===== src/include/srh_pkg.sv =====
// constants and types of the status reporting hierarchy
package srh_pkg;
    // sub-register geometry
    localparam int SUB_W = 16;
    localparam int N_SUB = 2;
    localparam int SUB_SEL_W = 1;
    localparam int SUB_QUES = 0;
    localparam int SUB_OPER = 1;
    localparam logic [SUB_W-1:0] SUB_VALID_MASK = 16'h7fff;
    // sub-register reset values
    localparam logic [SUB_W-1:0] RISE_RST = 16'h7fff;
    localparam logic [SUB_W-1:0] FALL_RST = 16'h0000;
    localparam logic [SUB_W-1:0] ENABLE_RST = 16'h0000;
    localparam logic [SUB_W-1:0] EVENT_RST = 16'h0000;
    // status byte layout
    localparam int BYTE_W = 8;
    localparam int BYTE_ERRQ = 2;
    localparam int BYTE_QUES = 3;
    localparam int BYTE_MSG = 4;
    localparam int BYTE_STD = 5;
    localparam int BYTE_MASTER = 6;
    localparam int BYTE_OPER = 7;
    localparam logic [BYTE_W-1:0] SRQ_USE_MASK = 8'hbf;
    localparam logic [BYTE_W-1:0] BYTE_RST = 8'h00;
    localparam logic [BYTE_W-1:0] SRQ_MASK_RST = 8'h00;
    localparam logic [BYTE_W-1:0] STD_MASK_RST = 8'h00;
    localparam logic [BYTE_W-1:0] STD_EVENT_RST = 8'h00;
    localparam logic [SUB_W-1:0] RDATA_RST = 16'h0000;
    // commands from the message layer
    typedef enum logic [3:0] {
        CMD_NONE, CMD_SRQ_MASK_WR, CMD_SRQ_MASK_RD, CMD_BYTE_RD, CMD_SERIAL_POLL,
        CMD_STD_MASK_WR, CMD_STD_MASK_RD, CMD_STD_EVENT_RD, CMD_SUB_WR, CMD_SUB_RD
    } srh_cmd_e;
    // parts of one sub-register
    typedef enum logic [2:0] {
        PART_COND, PART_RISE, PART_FALL, PART_EVENT, PART_ENABLE
    } srh_part_e;
endpackage : srh_pkg


===== src/include/srh_sub_if.sv =====
// carrier between the hierarchy top and one sub-register
`timescale 1ns/1ps
interface srh_sub_if #(parameter int W = srh_pkg::SUB_W);
    logic [W-1:0] cond;
    logic [W-1:0] wdata;
    logic rise_we;
    logic fall_we;
    logic enable_we;
    logic event_rd;
    logic [W-1:0] event_q;
    logic [W-1:0] rise_q;
    logic [W-1:0] fall_q;
    logic [W-1:0] enable_q;
    logic summary;
    modport sub (input cond, wdata, rise_we, fall_we, enable_we, event_rd,
                 output event_q, rise_q, fall_q, enable_q, summary);
    modport ctl (output cond, wdata, rise_we, fall_we, enable_we, event_rd,
                 input event_q, rise_q, fall_q, enable_q, summary);
endinterface : srh_sub_if


===== src/hdl/srh_sub_register.sv =====
// one sixteen-bit status sub-register with filters, latch and mask
`timescale 1ns/1ps
module srh_sub_register #(
    parameter int W = srh_pkg::SUB_W
) (
    input wire logic ref_clk_i,
    input wire logic rstn_i,
    srh_sub_if.sub bus
);
    import srh_pkg::*;

    logic [W-1:0] valid;
    logic [W-1:0] cond_prev_q;
    logic [W-1:0] ev_set;

    // top bit never set in any part
    assign valid = W'(SUB_VALID_MASK);
    // edge filters pick which transitions are latched
    assign ev_set = ((bus.cond & ~cond_prev_q & bus.rise_q)
                   | (~bus.cond & cond_prev_q & bus.fall_q)) & valid;
    // masked OR of latched events
    assign bus.summary = |(bus.event_q & bus.enable_q);

    // previous live state for edge detection
    always_ff @(posedge ref_clk_i or negedge rstn_i) begin
        if (!rstn_i) begin
            cond_prev_q <= '0;
        end else begin
            cond_prev_q <= bus.cond & valid;
        end
    end

    // latched events, cleared by a read; a new event wins
    always_ff @(posedge ref_clk_i or negedge rstn_i) begin
        if (!rstn_i) begin
            bus.event_q <= W'(EVENT_RST);
        end else if (bus.event_rd) begin
            bus.event_q <= ev_set;
        end else begin
            bus.event_q <= bus.event_q | ev_set;
        end
    end

    // writable filter and mask parts
    always_ff @(posedge ref_clk_i or negedge rstn_i) begin
        if (!rstn_i) begin
            bus.rise_q <= W'(RISE_RST);
            bus.fall_q <= W'(FALL_RST);
            bus.enable_q <= W'(ENABLE_RST);
        end else begin
            if (bus.rise_we) bus.rise_q <= bus.wdata & valid;
            if (bus.fall_we) bus.fall_q <= bus.wdata & valid;
            if (bus.enable_we) bus.enable_q <= bus.wdata & valid;
        end
    end
endmodule : srh_sub_register


===== src/hdl/srh_status_top.sv =====
// status reporting hierarchy: sub-registers, status byte, service request
// Summary of operation
// - filters choose none, rising, falling or both
// - latch keeps filtered events, cleared on read
// - mask part writable, read leaves it unchanged
// - sub summaries feed status byte live bits
// - byte bit 6 summarises other bits
// - byte returned on query and serial poll
// - request mask bit 6 ignored
// - masked zero-to-one byte change raises request
// - request mask written and read back
// - error queue bit 2, each entry re-requests
// - bit 3 is doubtful-state summary
// - bit 4 shows output message pending
// - bit 5 is standard event summary
// - bit 6 set while any masked other bit is set
// - bit 7 is activity summary
// - parts sixteen bits, top bit zero
// - live part follows hardware, read-only
// - rising uses rising filter, falling falling
`timescale 1ns/1ps
module srh_status_top (
    input wire logic ref_clk_i,
    input wire logic rstn_i,
    input wire logic [srh_pkg::N_SUB-1:0][srh_pkg::SUB_W-1:0] sub_cond_i,
    input wire logic [srh_pkg::BYTE_W-1:0] std_event_set_i,
    input wire logic err_queue_nonempty_i,
    input wire logic err_entry_i,
    input wire logic output_message_pending_i,
    input wire logic cmd_valid_i,
    input wire srh_pkg::srh_cmd_e cmd_i,
    input wire logic [srh_pkg::SUB_SEL_W-1:0] sub_sel_i,
    input wire srh_pkg::srh_part_e part_i,
    input wire logic [srh_pkg::SUB_W-1:0] wdata_i,
    output logic [srh_pkg::SUB_W-1:0] rdata_o,
    output logic rvalid_o,
    output logic [srh_pkg::BYTE_W-1:0] summary_status_byte_o,
    output logic srq_o
);
    import srh_pkg::*;

    logic [N_SUB-1:0] sub_summary;
    logic [N_SUB-1:0][SUB_W-1:0] sub_rd_val;
    logic [N_SUB-1:0] sub_rd_ok;
    logic sub_wr;
    logic sub_rd;
    logic [BYTE_W-1:0] service_request_mask_q;
    logic [BYTE_W-1:0] standard_event_mask_q;
    logic [BYTE_W-1:0] standard_event_q;
    logic standard_event_summary;
    logic [BYTE_W-1:0] byte_base;
    logic [BYTE_W-1:0] byte_prev_q;
    logic [BYTE_W-1:0] byte_d;
    logic master_request_summary;
    logic srq_trig;
    logic serial_poll;
    logic [SUB_W-1:0] rdata_d;
    logic rvalid_d;

    // decode of sub-register accesses and serial poll
    assign sub_wr = cmd_valid_i && (cmd_i == CMD_SUB_WR);
    assign sub_rd = cmd_valid_i && (cmd_i == CMD_SUB_RD);
    assign serial_poll = cmd_valid_i && (cmd_i == CMD_SERIAL_POLL);

    // one sub-register per summary source
    for (genvar g = 0; g < N_SUB; g++) begin : g_sub
        logic sel;
        srh_sub_if #(.W(SUB_W)) sub_if ();

        assign sel = (sub_sel_i == SUB_SEL_W'(g));
        // live state straight from hardware
        assign sub_if.cond = sub_cond_i[g];
        assign sub_if.wdata = wdata_i;
        assign sub_if.rise_we = sub_wr && sel && (part_i == PART_RISE);
        assign sub_if.fall_we = sub_wr && sel && (part_i == PART_FALL);
        assign sub_if.enable_we = sub_wr && sel && (part_i == PART_ENABLE);
        assign sub_if.event_rd = sub_rd && sel && (part_i == PART_EVENT);
        assign sub_summary[g] = sub_if.summary;

        // read-back of the selected part
        always_comb begin
            sub_rd_val[g] = '0;
            sub_rd_ok[g] = 1'b1;
            unique case (part_i)
                PART_COND: sub_rd_val[g] = sub_if.cond & SUB_VALID_MASK;
                PART_RISE: sub_rd_val[g] = sub_if.rise_q;
                PART_FALL: sub_rd_val[g] = sub_if.fall_q;
                PART_EVENT: sub_rd_val[g] = sub_if.event_q;
                PART_ENABLE: sub_rd_val[g] = sub_if.enable_q;
                default: sub_rd_ok[g] = 1'b0;
            endcase
        end

        srh_sub_register #(.W(SUB_W)) u_sub (
            .ref_clk_i(ref_clk_i),
            .rstn_i(rstn_i),
            .bus(sub_if)
        );
    end

    // standard event latch, cleared on read; new events win
    always_ff @(posedge ref_clk_i or negedge rstn_i) begin
        if (!rstn_i) begin
            standard_event_q <= STD_EVENT_RST;
        end else if (cmd_valid_i && (cmd_i == CMD_STD_EVENT_RD)) begin
            standard_event_q <= std_event_set_i;
        end else begin
            standard_event_q <= standard_event_q | std_event_set_i;
        end
    end

    // standard event mask
    always_ff @(posedge ref_clk_i or negedge rstn_i) begin
        if (!rstn_i) begin
            standard_event_mask_q <= STD_MASK_RST;
        end else if (cmd_valid_i && (cmd_i == CMD_STD_MASK_WR)) begin
            standard_event_mask_q <= wdata_i[BYTE_W-1:0];
        end
    end

    // service request mask keeps all eight bits as written
    always_ff @(posedge ref_clk_i or negedge rstn_i) begin
        if (!rstn_i) begin
            service_request_mask_q <= SRQ_MASK_RST;
        end else if (cmd_valid_i && (cmd_i == CMD_SRQ_MASK_WR)) begin
            service_request_mask_q <= wdata_i[BYTE_W-1:0];
        end
    end

    // standard event summary
    assign standard_event_summary = |(standard_event_q & standard_event_mask_q);

    // status byte sources apart from the master bit
    always_comb begin
        byte_base = '0;
        byte_base[BYTE_ERRQ] = err_queue_nonempty_i;
        byte_base[BYTE_QUES] = sub_summary[SUB_QUES];
        byte_base[BYTE_MSG] = output_message_pending_i;
        byte_base[BYTE_STD] = standard_event_summary;
        byte_base[BYTE_OPER] = sub_summary[SUB_OPER];
    end

    // master bit summarises masked other bits, mask bit 6 unused
    assign master_request_summary =
        |(byte_base & service_request_mask_q & SRQ_USE_MASK);

    // full byte with master bit
    always_comb begin
        byte_d = byte_base;
        byte_d[BYTE_MASTER] = master_request_summary;
    end

    // masked zero-to-one change or new queue entry
    assign srq_trig =
        (|(byte_base & ~byte_prev_q & service_request_mask_q & SRQ_USE_MASK))
        || (err_entry_i && service_request_mask_q[BYTE_ERRQ]);

    // status byte register and edge history
    always_ff @(posedge ref_clk_i or negedge rstn_i) begin
        if (!rstn_i) begin
            summary_status_byte_o <= BYTE_RST;
            byte_prev_q <= BYTE_RST;
        end else begin
            summary_status_byte_o <= byte_d;
            byte_prev_q <= byte_base;
        end
    end

    // request line: set wins, dropped by poll or when cause is gone
    always_ff @(posedge ref_clk_i or negedge rstn_i) begin
        if (!rstn_i) begin
            srq_o <= 1'b0;
        end else if (srq_trig) begin
            srq_o <= 1'b1;
        end else if (serial_poll || !master_request_summary) begin
            srq_o <= 1'b0;
        end
    end

    // read data selection
    always_comb begin
        rdata_d = RDATA_RST;
        rvalid_d = 1'b0;
        if (cmd_valid_i) begin
            unique case (cmd_i)
                CMD_SRQ_MASK_RD: begin
                    rdata_d = SUB_W'(service_request_mask_q);
                    rvalid_d = 1'b1;
                end
                CMD_BYTE_RD, CMD_SERIAL_POLL: begin
                    rdata_d = SUB_W'(summary_status_byte_o);
                    rvalid_d = 1'b1;
                end
                CMD_STD_MASK_RD: begin
                    rdata_d = SUB_W'(standard_event_mask_q);
                    rvalid_d = 1'b1;
                end
                CMD_STD_EVENT_RD: begin
                    rdata_d = SUB_W'(standard_event_q);
                    rvalid_d = 1'b1;
                end
                CMD_SUB_RD: begin
                    rdata_d = sub_rd_val[sub_sel_i];
                    rvalid_d = sub_rd_ok[sub_sel_i];
                end
                default: begin
                    rvalid_d = 1'b0;
                end
            endcase
        end
    end

    // registered read answer
    always_ff @(posedge ref_clk_i or negedge rstn_i) begin
        if (!rstn_i) begin
            rdata_o <= RDATA_RST;
            rvalid_o <= 1'b0;
        end else begin
            rdata_o <= rdata_d;
            rvalid_o <= rvalid_d;
        end
    end
endmodule : srh_status_top


===== config.mk =====
export PLATFORM = sky130hd
export DESIGN_NAME = srh_status_top
export DESIGN_NICKNAME = d
export VERILOG_FILES = /design/src/include/srh_pkg.sv /design/src/include/srh_sub_if.sv /design/src/hdl/srh_sub_register.sv /design/src/hdl/srh_status_top.sv
export SDC_FILE = /design/constraint.sdc
export NUM_CORES = 1
export LEC_CHECK = 0
export BUFFER_PORTS_ARGS = -buffer_cell sky130_fd_sc_hd__buf_2
export CAP_MARGIN = 20
export CORE_ASPECT_RATIO = 1.75
export CORE_MARGIN = 5
export CORE_UTILIZATION = 59
export DETAILED_ROUTE_END_ITERATION = 8
export PLACE_DENSITY = 0.8
export SYNTH_ARGS = -nofsm -noshare
export SYNTH_HDL_FRONTEND = slang
export SYNTH_SLANG_ARGS = --single-unit
export TNS_END_PERCENT = 50

===== constraint.sdc =====
create_clock -name ref_clk_i -period 1.9 [get_ports ref_clk_i]
set_input_delay 0.095 -clock ref_clk_i [delete_from_list [all_inputs] [get_ports ref_clk_i]]
set_output_delay 0.095 -clock ref_clk_i [all_outputs]
set_load 0.02 [all_outputs]

==> results of run 1 <==
worst paths after layout:
check | start | to | slack, ns | depth (start not counted)
hold reg to reg | g_sub[1].u_sub.cond_prev_q[5]$_DFF_PN0_ | g_sub[1].u_sub.bus.event_q[5]$_DFF_PN0_ | 0.48 | 1
hold / removal | wdata_i[10] | g_sub[1].u_sub.bus.fall_q[10]$_DFFE_PN0P_ | 0.02 | 2
max in group asynchronous | rstn_i | g_sub[1].u_sub.bus.rise_q[12]$_DFFE_PN1P_ | 0.93 | 3
setup / recovery | g_sub[0].u_sub.bus.enable_q[10]$_DFFE_PN0P_ | srq_o$_DFFE_PN0P_ | 0.05 | 5
min in group asynchronous | rstn_i | g_sub[1].u_sub.bus.event_q[3]$_DFF_PN0_ | 0.21 | 2
setup reg to reg | g_sub[0].u_sub.bus.enable_q[10]$_DFFE_PN0P_ | srq_o$_DFFE_PN0P_ | 0.05 | 5
report_power, final:
part / switching [mW] / leakage [nW] / total (mW) / internal (mW)
Combinational: 0.811 / 2.15 / 1.51 / 0.694
Clock: 1.72 / 0.295 / 3.72 / 2.00
Sequential: 0.495 / 2.43 / 5.25 / 4.75
Total: 3.03 / 4.88 / 10.5 / 7.45
metrics by stage:
stage | utilization (%) | hold WS [ns] | total power, mW | instances
2_1_floorplan | - | -0.201 | 5.94 | 727
3_3_place_gp | 65.5 | 0.118 | 6.57 | 1001
3_5_place_dp | 65.6 | 0.129 | 6.69 | 1002
4_1_cts | 72.9 | 0.00524 | 10.5 | 1080
5_1_grt | 72.9 | 0.00916 | 10.9 | 1080
6_report | 72.9 | 0.0155 | 10.5 | 1080
flip-flops by register name (all words and copies together), names as in the netlist:
name and flops:
byte_prev_q 5, g_sub.u_sub.bus.enable_q 30, g_sub.u_sub.bus.event_q 30, g_sub.u_sub.bus.fall_q 30, g_sub.u_sub.bus.rise_q 30, g_sub.u_sub.cond_prev_q 30
rdata_o 16, rvalid_o 1, service_request_mask_q 8, srq_o 1, standard_event_mask_q 8, standard_event_q 8
summary_status_byte_o 1
cells in the final DEF, fill, tap and decap left out, types with 10 or more instances in the layout:
cell and n:
nand2_1 98, o211ai_1 33, nand3b_1 34, nor2_1 10, dfrtp_1 168, buf_4 29, dlygate4sd3_1 46, mux2_2 86
mux2_1 24, buf_2 89, a21oi_1 20, clkbuf_16 17, nand3_1 21, a22oi_1 60, nand4_1 10, dfstp_2 30
timing repair:
item,CTS,global route
buffers inserted,0,0
pin swaps,1,1
endpoints found under the setup margin,1,1
hold endpoints to repair,127,0
gates resized for setup,1,1
hold buffers,46,0
cells by family (layout without fill, tap and decap cells):
kind of cell | after synthesis | in the layout | synth area share, %
other | 1 | 3 | 0.0422
DFF | 198 | 198 | 56.2
and+or+nand+nor | 213 | 213 | 13.0
AOI/OAI and AO/OA | 157 | 157 | 13.1
muxes | 117 | 117 | 15.2
buffers and inverters | 39 | 209 | 2.59
cell type report:
cell class / count / area, µm² / share of cell area [%]
Timing Repair Buffer: 173 / 1290 / 11.9
Inverter: 4 / 15.0 / 0.139
Clock buffer: 17 / 425 / 3.93
Clock inverter: 15 / 185 / 1.71
Tap cell: 183 / 229 / 2.12
Sequential cell: 198 / 4990 / 46.2
Multi-Input combinational cell: 490 / 3680 / 34.0
per-layer routing:
metal	vias up	global-route usage (%)	part of all wire, %
li1	3037	-	-
met1	3523	35.4	35
met2	397	51.0	50
met3	115	5.25	7.2
met4	0	20.4	7.4
met5	-	0	0
worst max-delay path, delay by kind of cell, from the launching register on:
kind / cells / cell delay, ns
AOI/OAI and AO/OA: 3 / 0.75
DFF: 1 / 0.41
and+or+nand+nor: 2 / 0.58
==> results.cfg, run 1 <==
[sta]
clock_skew_ns = 0.0144
fin_crit_sh_pct = 97.5
finalSetupViolations = 0
fin_tns_setup_ns = 0
rsz0062_at_grt = yes
slew_violations = 0
hold_violations = 0
fmax_mhz = 540
worst_slew_pin_slew_ns = 1.15
setup_slack_ns = 0.0467
min_period_ns = 1.85
max_slew_margin_pct = 22.5

[yosys]
ys_seq_area_share_pct = 56.2
synth.top_cells.by_count = 168 x dfrtp_1, 98 x nand2_1, 86 x mux2_2
synth.most_common_cell = dfrtp_1
synth_edf_count = 0
syn_area_um2 = 8880
ys_types = 51
syn_avg_cell_area_um2 = 12.3
syn_inst = 725
synth_top_flop_cell = dfrtp_1
synth_largest_area_cell = dfrtp_1
synth_seq_cells = 198
synth_top_cell_area_share_pct = 47.3
yosys_warnings = 0
synthArstFlopShare_pct = 100
synth.area.top_cells = dfrtp_1 47%, mux2_2 11%, dfstp_2 8.9%

[worst_setup_path]
end_kind = flop
critPathLaunchType = flop
required_ns = 2.22
cp_slowest_cell = dfrtp_1
worstPathMaxFanout = 3
crit_chain = a22o_1 > a221oi_2 > nand4_1 > a31oi_1 > or3b_1
cp.arrival_ns = 2.17
path_class = reg2reg
max_stage_delay_ns = 0.41

[floorplan]
die_w_um = 103
initial_core_util_pct = 59.9
num_io_pins = 96
num_rows = 59
die-area_um2 = 17700
die_h_um = 172
fp.coreArea_um2 = 14800

[final_layout]
antennaDiodeCount = 0
fin_nets = 954
fillers = 961
drive_gt1_share_pct = 32.8
syn_to_final_growth_pct = 21.7
fin_area_um2 = 10800

[clock_network]
clk_pin_slew_ns = 0.08
root_buffer = clkbuf_16
insertion_delay_ns = 0.44
cts_buffers = 17
cts_tree = built
htreeDepth = 4
clockBufferDepth = 2
numClockSinks = 198

[global_routing]
grt_util_all_layers_pct = 30.5
grt_max_degree = 67
grt_pass1_wl_um = 40600
grt_overflow = 0
antenna_found_initial = 0
grt_pass1_vias = 7506

[power_and_ir_drop]
powerDensity_nw_per_um2 = 968
p_leak_nw = 4.88
vdd_ir_drop_max_mv = 0.555

[placed_design]
place_area_um2 = 9730
dp_hpwl_um = 17800
io_buffers = 90
gp_congestion = 0.947
pre_cts_slack_ns = 0.0143

[route]
viasPerCell = 6.55
totalWireLength_um = 25900
drc = 0
wl_per_cell_um = 23.9
vias = 7072
first_pass_iters = 5
first_iter_violations = 591
final_antenna_net_count = 0

[run_status]
status = finished clean

[min_path]
hold_path_class = in2reg

[flow_run]
maxCapViolations = 0
Note: power is estimated with default switching activity, not from simulation.
==> run 2: changes to the inputs <==
Settings changed: CELL_PAD_IN_SITES_DETAIL_PLACEMENT set to 1, CELL_PAD_IN_SITES_GLOBAL_PLACEMENT set to 1, CORE_UTILIZATION 59 to 48, PLACE_DENSITY 0.8 to not set, PLACE_DENSITY_LB_ADDON set to 0.1, SETUP_SLACK_MARGIN set to 0.5.
==> results.cfg, run 2 (synthesis gave the netlist of run 1 again) <==
[run_status]
status = finished clean

[clock_network]
clk_pin_slew_ns = 0.07
insertion_delay_ns = 0.45
cts_tree = built
htreeDepth = 4
clockBufferDepth = 2
numClockSinks = 198
cts_buffers = 17
root_buffer = clkbuf_16

[min_path]
min_from = wdata_i[5]
hold_end = g_sub[1].u_sub.bus.enable_q[5]$_DFFE_PN0P_
hold_path_class = in2reg
hold_depth = 2

[sta]
rsz0062_at_grt = yes
max_slew_margin_pct = 59.8
fmax_mhz = 533
min_period_ns = 1.87
finalSetupViolations = 0
fin_tns_setup_ns = 0
slew_violations = 0
worst_slew_pin_slew_ns = 0.601
hold_violations = 0
fin_crit_sh_pct = 98.7
setup_slack_ns = 0.0250
holdWs_ns = 0.00804
clock_skew_ns = 0.00984

[global_routing]
grt_pass1_vias = 7871
antenna_found_initial = 0
grt_overflow = 0
grt_pass1_wl_um = 44000
grt_max_degree = 64
grt_util_all_layers_pct = 26.8

[floorplan]
fp.coreArea_um2 = 18400
initial_core_util_pct = 48.2
num_rows = 66
die_w_um = 113
die-area_um2 = 21400
die_h_um = 190
num_io_pins = 96

[worst_setup_path]
worstReg2RegEnd = srq_o$_DFFE_PN0P_
cp.arrival_ns = 2.21
cp-startpoint = standard_event_mask_q[5]$_DFFE_PN0P_
path_class = reg2reg
crit_chain = a22oi_1 > nand4_1 > a222oi_1 > a21oi_1 > or3b_1
end_kind = flop
max_stage_delay_ns = 0.43
r2r_slack_ns = 0.03
reg2reg_from = standard_event_mask_q[5]$_DFFE_PN0P_
crit_family = compound AO/OA/AOI/OAI gates
required_ns = 2.23
critPathLaunchType = flop
cp_slowest_cell = dfrtp_1
path_buf_inv = 0
worstPathMaxFanout = 3
worstRegToRegCells = 5

[route]
met2_length_um = 15500
wl_met3_um = 984
first_iter_violations = 347
highest_layer = met4
final_antenna_net_count = 0
wirelength_met1_um = 10500
drc = 0
vias = 7014
viasPerCell = 6.04
first_pass_iters = 5
totalWireLength_um = 28300
wl_per_cell_um = 24.3

[power_and_ir_drop]
vdd_ir_drop_max_mv = 0.664
fin_total_pwr_mw = 10.4
powerDensity_nw_per_um2 = 933
p_leak_nw = 5.04

[final_layout]
utilization_pct = 60.4
drive_gt1_share_pct = 34.0
layout.cells.non_filler = 1161
fin_area_um2 = 11100
fin_nets = 980
antennaDiodeCount = 0
syn_to_final_growth_pct = 25.1
mostFrequentLayoutCells = 168 x dfrtp_1, 97 x nand2_1, 90 x buf_2
final_common_cell = dfrtp_1

[placed_design]
gp_congestion = 0.886
place_area_um2 = 9970
io_buffers = 90
dp_cells = 1070
dp_hpwl_um = 20000
pre_cts_slack_ns = -0.0325

[flow_run]
maxCapViolations = 0
[run 2: worst max path at each step]
stage | cells after the start | end | slack (ns)
3_3_place_gp | 5 | srq_o$_DFFE_PN0P_ | -0.008
6_report | 5 | srq_o$_DFFE_PN0P_ | 0.03
5_1_grt | 5 | srq_o$_DFFE_PN0P_ | -0.05
3_5_place_dp | 5 | srq_o$_DFFE_PN0P_ | -0.03
2_1_floorplan | 5 | srq_o$_DFFE_PN0P_ | 0.32
4_1_cts | 5 | srq_o$_DFFE_PN0P_ | 0.03
[run 2: area by class of cell]
type	instances	area (µm²)
well taps	238	298
flip-flops and latches	198	4990
clock inverters	10	106
clock buffers	22	454
fillers	1891	7300
multi-input cells	490	3760
inverters	4	15.0
repair buffers	199	1490
[run 2: routing by layer]
layer,GRT usage [%],vias to the layer above
li1,-,3082
met5,0,-
met4,13.7,0
met1,29.2,3647
met3,4.74,83
met2,49.1,202
[run 2: what timing repair did]
action | 4_1_cts | 5_1_grt
setup buffers | 4 | 3
hold endpoints to repair | 169 | 0
pin swaps | 3 | 5
resized for setup | 1 | 5
setup endpoints to repair | 6 | 11
hold buffers | 51 | 0
[run 2: report_power, final]
part / total [mW] / internal (mW) / switching (mW)
Sequential: 5.24 / 4.76 / 0.487
Combinational: 1.60 / 0.763 / 0.842
Clock: 3.53 / 1.96 / 1.57
Total: 10.4 / 7.48 / 2.90
==> run 3: changes to the inputs <==
Settings changed: GPL_ROUTABILITY_DRIVEN set to 0.
Clock period 1.9 ns to 2 ns, I/O delays scaled along.
==> results.cfg, run 3 (synthesis gave the netlist of run 1 again) <==
[route]
final_antenna_net_count = 0
first_iter_violations = 444
wl_per_cell_um = 25.2
vias = 6998
first_pass_iters = 5
viasPerCell = 6.07
totalWireLength_um = 29100
drc = 0

[final_layout]
fillers = 1897
drive_gt1_share_pct = 34.9
multi_input_area_um2 = 3790
ff_latch_area_um2 = 4990
fin_area_um2 = 11100
antennaDiodeCount = 0
syn_to_final_growth_pct = 24.7
utilization_pct = 60.2
final_common_cell = dfrtp_1
fin_nets = 971
mostFrequentLayoutCells = 167 x dfrtp_1, 98 x nand2_1, 89 x buf_2

[global_routing]
grt_util_all_layers_pct = 27.9
gr-max-usage-layer = met2
met3_usage_pct = 4.58
grtUsageMet1_pct = 31.8
grt_pass1_vias = 7896
grt_overflow = 0
grt_max_degree = 53
grt_use_met2_pct = 49.7
antenna_found_initial = 0
grt_pass1_wl_um = 45700

[floorplan]
num_rows = 66
fp.coreArea_um2 = 18400
num_io_pins = 96
die_h_um = 190
die_w_um = 113
initial_core_util_pct = 48.2
die-area_um2 = 21400

[min_path]
hold_depth = 2
min_from = wdata_i[10]
hold_path_class = in2reg

[sta]
worst_slew_pin_slew_ns = 1.07
min_period_ns = 1.92
max_slew_margin_pct = 28.2
finalSetupViolations = 0
fin_crit_sh_pct = 96.1
fin_tns_setup_ns = 0
hold_violations = 0
rsz0062_at_grt = yes
clock_skew_ns = 0.0113
fmax_mhz = 520
holdWs_ns = 0.0180
slew_violations = 0

[clock_network]
cts_tree = built
root_buffer = clkbuf_16
cts_buffers = 17
insertion_delay_ns = 0.44
clockBufferDepth = 2
clk_pin_slew_ns = 0.07
numClockSinks = 198
htreeDepth = 4

[worst_setup_path]
critPathLaunchType = flop
path_class = reg2reg
required_ns = 2.32
cp-startpoint = standard_event_q[1]$_DFF_PN0_
worstRegToRegCells = 6
end_kind = flop
worstPathMaxFanout = 3
reg2reg_from = standard_event_q[1]$_DFF_PN0_
cp.arrival_ns = 2.24

[power_and_ir_drop]
p_leak_nw = 5.01
vdd_ir_drop_max_mv = 0.559
powerDensity_nw_per_um2 = 902

[placed_design]
io_buffers = 90
place_area_um2 = 9870
dp_hpwl_um = 20300

[flow_run]
maxCapViolations = 0

[run_status]
status = finished clean
run 3: cell count changes in the layout (fill, tap and decap cells not counted), moves of 3 or more:
cell and delta:
dlygate4sd3_1 -6, nand3_1 -4, nand3_2 +4, clkinv_2 -3
run 3: final cells by class:
| type | instances | share of cell area (%) |
|---|---|---|
| Clock inverter | 8 | 0.892 |
| Sequential cell | 198 | 45.1 |
| Tap cell | 238 | 2.69 |
| Timing Repair Buffer | 190 | 12.7 |
| Multi-Input combinational cell | 490 | 34.2 |
| Inverter | 4 | 0.136 |
| Clock buffer | 24 | 4.35 |
run 3: critical path, cell delays in order, from the launching register on:
cell and delay (ns):
dfrtp_1 0.42, a22oi_2 0.26, nand4_1 0.21, a222oi_1 0.33
buf_4 0.19, a21oi_1 0.05, or3b_1 0.35
run 3: report_power, final:
group          internal [mW]  switching [mW]  total [mW]
clock network           1.94            1.47        3.41
registers               4.52           0.473        4.99
logic                  0.742           0.851        1.59
total                   7.20            2.79        10.0
run 3: layer usage:
layer  vias up  part of all wire (%)
met4         0                   4.7
li1       3076                     -
met3        65                   4.4
met2       223                    53
met1      3634                    38
met5         -                     0
run 3: worst paths after layout:
kind	endpoint	slack [ns]
worst max-delay path	srq_o$_DFFE_PN0P_	0.08
worst min-delay path	g_sub[1].u_sub.bus.fall_q[10]$_DFFE_PN0P_	0.02
worst max register to register	srq_o$_DFFE_PN0P_	0.08
worst min register to register	g_sub[1].u_sub.bus.event_q[9]$_DFF_PN0_	0.48
max in group asynchronous	g_sub[0].u_sub.bus.rise_q[14]$_DFFE_PN1P_	1.02
min in group asynchronous	g_sub[1].u_sub.cond_prev_q[2]$_DFF_PN0_	0.20
run 3: stage by stage:
| stage | setup slack, ns | power, mW | std cells |
|---|---|---|---|
| 6_report | 0.0778 | 10.0 | 1152 |
| 5_1_grt | 0.0595 | 10.4 | 1152 |
| 4_1_cts | 0.168 | 10.0 | 1144 |
| 3_5_place_dp | 0.0436 | 6.43 | 1062 |
| 3_3_place_gp | 0.0525 | 6.31 | 1062 |
| 2_1_floorplan | 0.416 | 5.66 | 727 |
run 3: timing repair:
| action | CTS | global route |
|---|---|---|
| setup buffers | 5 | 8 |
| pin swaps | 10 | 13 |
| hold endpoints to repair | 147 | 0 |
| hold buffers | 45 | 0 |
| endpoints found under the setup margin | 7 | 68 |
| gates resized for setup | 7 | 10 |
